<file path="src/design/iowdt_pkg.sv">
// package: constants for the io read watchdog timer
package iowdt_pkg;
  localparam int          CLK_HZ          = 125_000_000;
  localparam int          ADDR_W          = 16;
  localparam logic [15:0] ADDR_ARM_A      = 16'h0533;
  localparam logic [15:0] ADDR_ARM_B      = 16'h0543;
  localparam logic [15:0] ADDR_STOP_A     = 16'h0033;
  localparam logic [15:0] ADDR_STOP_B     = 16'h0343;
  localparam int          SEL_W           = 3;
  localparam int          RANGES          = 8;
  localparam int          BASE_MS         = 500;
  localparam longint      BASE_CYCLES     = longint'(CLK_HZ) / 1000 * BASE_MS;
  localparam int          TICK_W          = 27;
  localparam int          TICKS_W         = 8;
  localparam int          PULSE_CYCLES    = 16;
  localparam int          PULSE_W         = 5;
  typedef enum logic [1:0] {IOWDT_IDLE, IOWDT_RUN, IOWDT_FIRE} iowdt_state_t;
endpackage

</file>
<file path="src/design/iowdt_if.sv">
// interface: decoded host read events between decoder and core
`timescale 1ns/1ns
interface iowdt_if;
  logic arm;
  logic stop;
  modport dec  (output arm, output stop);
  modport core (input arm, input stop);
endinterface

</file>
<file path="src/design/iowdt_decode.sv">
// module: host io read address decoder
`timescale 1ns/1ns
module iowdt_decode
(
  input  wire logic                         clock_i,
  input  wire logic                         reset_i,
  input  wire logic [iowdt_pkg::ADDR_W-1:0] io_addr_i,
  input  wire logic                         io_read_n_i,
  iowdt_if.dec                              ev
);
  import iowdt_pkg::*;

  logic [ADDR_W-1:0] addr_s1_reg;
  logic [ADDR_W-1:0] addr_s2_reg;
  logic [2:0]        rd_sync_reg;

  always_ff @(posedge clock_i)
  begin
    if (reset_i)
    begin
      addr_s1_reg <= '0;
      addr_s2_reg <= '0;
      rd_sync_reg <= 3'h7;
    end
    else
    begin
      addr_s1_reg <= io_addr_i;
      addr_s2_reg <= addr_s1_reg;
      rd_sync_reg <= {rd_sync_reg[1:0], io_read_n_i};
    end
  end

  // falling edge of read strobe, after two flops
  logic rd_start;
  assign rd_start = rd_sync_reg[2] & ~rd_sync_reg[1];

  // read data is not driven; the cycle is only observed
  assign ev.arm  = rd_start & ((addr_s2_reg == ADDR_ARM_A) | (addr_s2_reg == ADDR_ARM_B));
  assign ev.stop = rd_start & ((addr_s2_reg == ADDR_STOP_A) | (addr_s2_reg == ADDR_STOP_B));
endmodule // iowdt_decode

</file>
<file path="src/design/iowdt_top.sv">
// module: io read watchdog timer core
// Functional notes
// - while armed, an expiry without a retrigger asserts system reset, or nmi when routed there; a retrigger prevents it.
// - one of 8 intervals from 500 ms to 64 s is chosen by a static jumper input.
// - a read at 0533h or 0543h arms the idle watchdog or restarts a running count.
// - a read at 0033h or 0343h disarms the watchdog until armed again.
// - a static route jumper steers the expiry to the nmi line instead of reset.
`timescale 1ns/1ns
module iowdt_top
#(
  // clocks per 500 ms unit; only a bench shortens it
  parameter int UNIT_CYCLES = int'(iowdt_pkg::BASE_CYCLES)
)
(
  input  wire logic                         clock_i,
  input  wire logic                         reset_i,
  input  wire logic [iowdt_pkg::ADDR_W-1:0] io_addr_i,
  input  wire logic                         io_read_n_i,
  input  wire logic [iowdt_pkg::SEL_W-1:0]  interval_sel_i,
  input  wire logic                         nmi_route_jumper_i,
  output logic                              sys_reset_o,
  output logic                              nmi_o,
  output logic                              armed_o
);
  import iowdt_pkg::*;

  // jumper bundle: interval select plus route
  localparam int JMP_W = SEL_W + 1;

  // decoded host read events
  iowdt_if ev ();

  iowdt_decode u_decode (
    .clock_i     (clock_i),
    .reset_i     (reset_i),
    .io_addr_i   (io_addr_i),
    .io_read_n_i (io_read_n_i),
    .ev          (ev.dec)
  );

  // static jumpers, still asynchronous to the clock
  logic [JMP_W-1:0] jmp_raw;
  logic [JMP_W-1:0] jmp_sync;
  logic [SEL_W-1:0] sel_sync;
  logic             route_sync;

  assign jmp_raw = {nmi_route_jumper_i, interval_sel_i};

  // two flops per jumper bit
  genvar gi;
  generate
    for (gi = 0; gi < JMP_W; gi++)
    begin : g_jmp_sync
      logic s1_reg;
      logic s2_reg;

      always_ff @(posedge clock_i)
      begin
        if (reset_i)
        begin
          s1_reg <= 1'b0;
          s2_reg <= 1'b0;
        end
        else
        begin
          s1_reg <= jmp_raw[gi];
          s2_reg <= s1_reg;
        end
      end

      assign jmp_sync[gi] = s2_reg;
    end
  endgenerate

  assign sel_sync   = jmp_sync[SEL_W-1:0];
  assign route_sync = jmp_sync[SEL_W];

  // interval length in 500 ms units: 1, 2, 4 .. 128
  function automatic logic [TICKS_W-1:0] ticks_of(input logic [SEL_W-1:0] sel);
    ticks_of = TICKS_W'(1) << sel;
  endfunction

  // watchdog state and counters
  iowdt_state_t       state_reg;
  logic [TICK_W-1:0]  base_reg;
  logic [TICKS_W-1:0] ticks_reg;
  logic [PULSE_W-1:0] pulse_reg;
  logic               running;
  logic               firing;
  logic               base_done;
  logic               last_tick;
  logic               pulse_done;
  logic               expire;

  // one unit passes every UNIT_CYCLES clocks
  assign running    = (state_reg == IOWDT_RUN);
  assign firing     = (state_reg == IOWDT_FIRE);
  assign base_done  = (base_reg == TICK_W'(UNIT_CYCLES - 1));
  assign last_tick  = (ticks_reg >= ticks_of(sel_sync) - TICKS_W'(1));
  assign pulse_done = (pulse_reg == PULSE_W'(PULSE_CYCLES - 1));
  // a retrigger in the final cycle beats the expiry
  assign expire     = running && base_done && last_tick && !ev.arm;

  always_ff @(posedge clock_i)
  begin
    if (reset_i)
    begin
      state_reg <= IOWDT_IDLE;
    end
    else
    begin
      case (state_reg)
        // arm read starts supervision
        IOWDT_IDLE:
        begin
          if (ev.arm)
            state_reg <= IOWDT_RUN;
        end
        // disarm wins over a pending expiry
        IOWDT_RUN:
        begin
          if (ev.stop)
            state_reg <= IOWDT_IDLE;
          else if (expire)
            state_reg <= IOWDT_FIRE;
        end
        // stop and arm reads are ignored while firing
        IOWDT_FIRE:
        begin
          if (pulse_done)
            state_reg <= IOWDT_IDLE;
        end
        default:
        begin
          state_reg <= IOWDT_IDLE;
        end
      endcase
    end
  end

  // unit prescaler, restarted by every arm read
  always_ff @(posedge clock_i)
  begin
    if (reset_i)
    begin
      base_reg <= '0;
    end
    else if (!running || ev.arm)
    begin
      base_reg <= '0;
    end
    else if (base_done)
    begin
      base_reg <= '0;
    end
    else
    begin
      base_reg <= base_reg + TICK_W'(1);
    end
  end

  // elapsed units since the last arm read
  always_ff @(posedge clock_i)
  begin
    if (reset_i)
    begin
      ticks_reg <= '0;
    end
    else if (!running || ev.arm)
    begin
      ticks_reg <= '0;
    end
    else if (base_done)
    begin
      ticks_reg <= ticks_reg + TICKS_W'(1);
    end
  end

  // expiry pulse length
  always_ff @(posedge clock_i)
  begin
    if (reset_i || !firing)
    begin
      pulse_reg <= '0;
    end
    else
    begin
      pulse_reg <= pulse_reg + PULSE_W'(1);
    end
  end

  // reset routing of the expiry
  always_ff @(posedge clock_i)
  begin
    if (reset_i)
      sys_reset_o <= 1'b0;
    else
      sys_reset_o <= firing && !route_sync;
  end

  // nmi routing of the expiry
  always_ff @(posedge clock_i)
  begin
    if (reset_i)
      nmi_o <= 1'b0;
    else
      nmi_o <= firing && route_sync;
  end

  // armed status while counting
  always_ff @(posedge clock_i)
  begin
    if (reset_i)
      armed_o <= 1'b0;
    else
      armed_o <= running;
  end
endmodule // iowdt_top

</file>
<file path="config.mk">
export PLATFORM = sky130hd
export DESIGN_NAME = iowdt_top
export DESIGN_NICKNAME = d
export VERILOG_FILES = /design/src/design/iowdt_pkg.sv /design/src/design/iowdt_if.sv /design/src/design/iowdt_decode.sv /design/src/design/iowdt_top.sv
export SDC_FILE = /design/constraint.sdc
export NUM_CORES = 1
export LEC_CHECK = 0
export BUFFER_PORTS_ARGS = -buffer_cell sky130_fd_sc_hd__buf_2
export CORE_ASPECT_RATIO = 1.75
export CORE_MARGIN = 2
export CORE_UTILIZATION = 55
export DETAILED_ROUTE_END_ITERATION = 7
export PLACE_DENSITY = 0.82
export SETUP_SLACK_MARGIN = 0.4
export SYNTH_ARGS = -nofsm -noshare
export SYNTH_HDL_FRONTEND = slang
export SYNTH_HIERARCHICAL = 1
export SYNTH_SLANG_ARGS = --single-unit
</file>
<file path="constraint.sdc">
create_clock -name clock_i -period 2.4 [get_ports clock_i]
set_input_delay 0.24 -clock clock_i [delete_from_list [all_inputs] [get_ports clock_i]]
set_output_delay 0.24 -clock clock_i [all_outputs]
set_load 0.05 [all_outputs]
</file>
==> results.txt <==
Core Box Area - 0.00649 mm2
# port buffers - 25
Data arrival time of the critical path - 2.34 ns
Clock root buffer - clkbuf_16
Post-Syn Nets - 407
Layout area overhead - 19.3%
Hold Fails Final Rpt - 0
Global-route wire length before repair - 11.6 mm
Final GP Congestion - 0.905
Initial Util - 0.566
Routed WL - 6.98 mm
Synth Instances - 372
Worst Tran Pin Value - 0.572 ns
CP Launch Type - flip-flop
Max cap viols - 0
CTS Buf Count - 9
RSZ-0062 raised after global routing - true
Total I/O pin count - 26
DIE WIDTH - 65.8 um
CP max FO - 4
Clock H-tree levels - 3
Routed Antenna Nets - 0
Final min period - 2.07 ns
Critical Path Max Stage Delay - 0.59 ns
Reg-to-reg startpoint - base_reg[22]
Final Skew - 0.00706 ns
RR Endpoint - ticks_reg[2]
Row cnt - 39
# DRC - 0
Routed vias - 2,845
Worst Hold Launch - io_read_n_i
Final core occ - 0.676
R2R cell count - 4
Setup crit end kind - flip-flop
Initial antenna violation count - 0
Share of layout cells above drive strength 1 - 0.234
CTS sink count - 88
TritonRoute pass-1 iters - 4
Final setup fails - 0
Netlist cell types - 56
Final #Nets - 449
Worst vdd ir - 0.576 mV
Die area - 0.00738 mm2
Leakage - 1.66 nW
F_max - 484 MHz
Crit path from - base_reg[22]
Die height - 112 um
Synth Cell Area - 0.00367 mm2
Max_slew headroom - 0.618
Most common flop cell mapped by yosys - dfxtp_1
Mean Syn Cell Area - 9.88 um2
FF-to-FF setup slack - 0.33 ns
CTS tree - yes
Total GRT Usage - 0.200
Routed vias/inst - 5.68
Worst Setup Path Type - reg2reg
Post-synth EDFFs - 0
CP max-delay cell - or4_4
Max Slew Vio Count - 0
Synth Register Bits - 88
Yosys warning count - 6
WL/cell - 13.9 um
Power Density - 687 mW/mm2
Layout fillers - 506
Clk pin slew, worst setup/hold paths - 0.06 ns
Worst Path Required - 2.67 ns
Final worst path period share - 0.861
Clk_lat worst skew - 0.34 ns
Largest net degree at the start of global routing - 48
Worst path most repeated cell - or4_4
Diodes inserted - 0
Seq/Total Area, Yosys - 0.479
WHS Path Cells - 2
Total congestion overflow - 0
Worst hold-check path type - in2reg
Async SR Flop Fraction - 0
Initial drt markers - 127
CP cell instances - or4_4 -> or4_4 -> or4_4 -> a21oi_2
Max reg flops - 27
Setup_tns - 0 ns
HPWL after DPL - 4.65 mm
Clock Path Buffers - 2
Vias in the first global route - 2,742
Status - complete, no violations
Hold endpoint - u_decode/rd_sync_reg[0]
Yosys cell counts, types with 2 or more instances:
library cell | count | area [um2]
a21oi_1 | 17 | 85.1
and3_1 | 6 | 37.5
nor4_4 | 2 | 42.5
nand4_1 | 13 | 81.3
nor4_2 | 2 | 25.0
or4_1 | 8 | 60.1
o21ai_0 | 11 | 55.1
xnor2_1 | 5 | 43.8
nor2_1 | 28 | 105
inv_1 | 8 | 30.0
buf_2 | 2 | 10.0
nor3b_1 | 2 | 15.0
nand2b_1 | 6 | 37.5
dfxtp_1 | 88 | 1760
nor4b_1 | 2 | 17.5
nand3_1 | 16 | 80.1
and2_1 | 2 | 12.5
or4_4 | 2 | 22.5
a31oi_1 | 2 | 12.5
or2_2 | 3 | 18.8
nand2_1 | 17 | 63.8
ha_1 | 12 | 150
a41o_1 | 2 | 20.0
clkbuf_1 | 9 | 33.8
o31a_1 | 2 | 17.5
and4_1 | 6 | 52.6
nand3b_1 | 2 | 15.0
xor2_1 | 11 | 96.3
a2111oi_0 | 2 | 17.5
mux2i_1 | 4 | 40.0
o31ai_1 | 4 | 30.0
clkbuf_8 | 2 | 27.5
nor4bb_1 | 2 | 20.0
nor2b_1 | 42 | 263
or3_1 | 9 | 56.3
per-stage QoR:
step / cells / worst slack (ns) / hold WS, ns / power [mW] / area (um2)
finish: 501 / 0.333 / 0.0919 / 3.01 / 4380
global route: 501 / 0.252 / 0.0997 / 3.11 / 4380
CTS: 488 / 0.334 / 0.0886 / 3.02 / 4230
detailed placement: 472 / 0.281 / 0.406 / 1.61 / 3880
global placement: 472 / 0.338 / 0.391 / 1.60 / 3880
floorplan: 372 / 0.406 / 0.312 / 1.58 / 3690
how the worst max path moves through the flow:
stage                         endpoint  slack (ns)  depth (start not counted)
final                     ticks_reg[2]        0.33                          4
after global routing       base_reg[9]        0.25                          8
after CTS                 ticks_reg[2]        0.33                          4
after detailed placement  ticks_reg[2]        0.28                          4
after global placement    ticks_reg[2]        0.34                          4
after floorplan           ticks_reg[2]        0.41                          6
report_power, final:
part	leakage (nW)	total [mW]	switching, mW	internal (mW)
Sequential	0.721	1.50	0.0107	1.49
Combinational	0.785	0.0736	0.0303	0.0433
Clock	0.156	1.43	0.565	0.870
repair_timing:
action                                 CTS  global route
setup endpoints to repair               31            31
hold buffers                             0             0
buffers inserted                         0            13
gates resized for setup                 10            16
endpoints found under the hold margin    0             0
pin swaps                                1             7
per-layer routing:
metal  up-vias  routed length, um  track usage
met1      1337               2550        0.200
met3        21                261       0.0431
met4         0                253        0.119
li1       1407                  -            -
met5         -                  0            0
met2        80               3910        0.363
area by class of cell:
class	instances	area, um2	area share
multi-input combinational	261	1860	0.425
sequential	88	1770	0.404
timing repair buffer	46	303	0.0691
clock buffer	11	253	0.0576
tap	82	103	0.0234
clock inverter	5	65.1	0.0148
inverter	8	30.0	0.00685
kinds of logic after synthesis:
| kind of cell | share of synthesized area |
|---|---|
| AO/OA/AOI/OAI | 0.0800 |
| XOR/XNOR | 0.0381 |
| adder cells (fa/ha/maj) | 0.0409 |
| buffers and inverters | 0.0378 |
| flip-flops | 0.479 |
| multiplexers | 0.0109 |
| other | 0.00102 |
| AND/OR/NAND/NOR | 0.312 |
critical path: cells and delay by family (launching register included):
family             cells  cell delay (ns)
AOI/OAI and AO/OA      1             0.12
and+or+nand+nor        3             1.54
DFF                    1             0.34
placed cells by master, fill, tap and decap left out, types with 3 or more instances in the layout:
cell and n:
nor2_1 28, xnor2_1 5, nor2b_1 42, o31ai_1 3, o21ai_0 11, a21oi_1 16
nand4_1 13, clkbuf_16 9, inv_1 8, buf_2 25, xor2_1 11, or3_1 9
nand2_1 15, or4_4 7, dfxtp_1 82, nand2b_1 5, mux2i_1 4, nor4_4 3
nand2_2 3, nand3_1 16, ha_1 11, or2_2 3, clkinv_4 4, or4_1 3
and4_1 6, buf_4 18, and3_1 6, dfxtp_2 6
No activity file was read; power rests on OpenSTA's default activity.
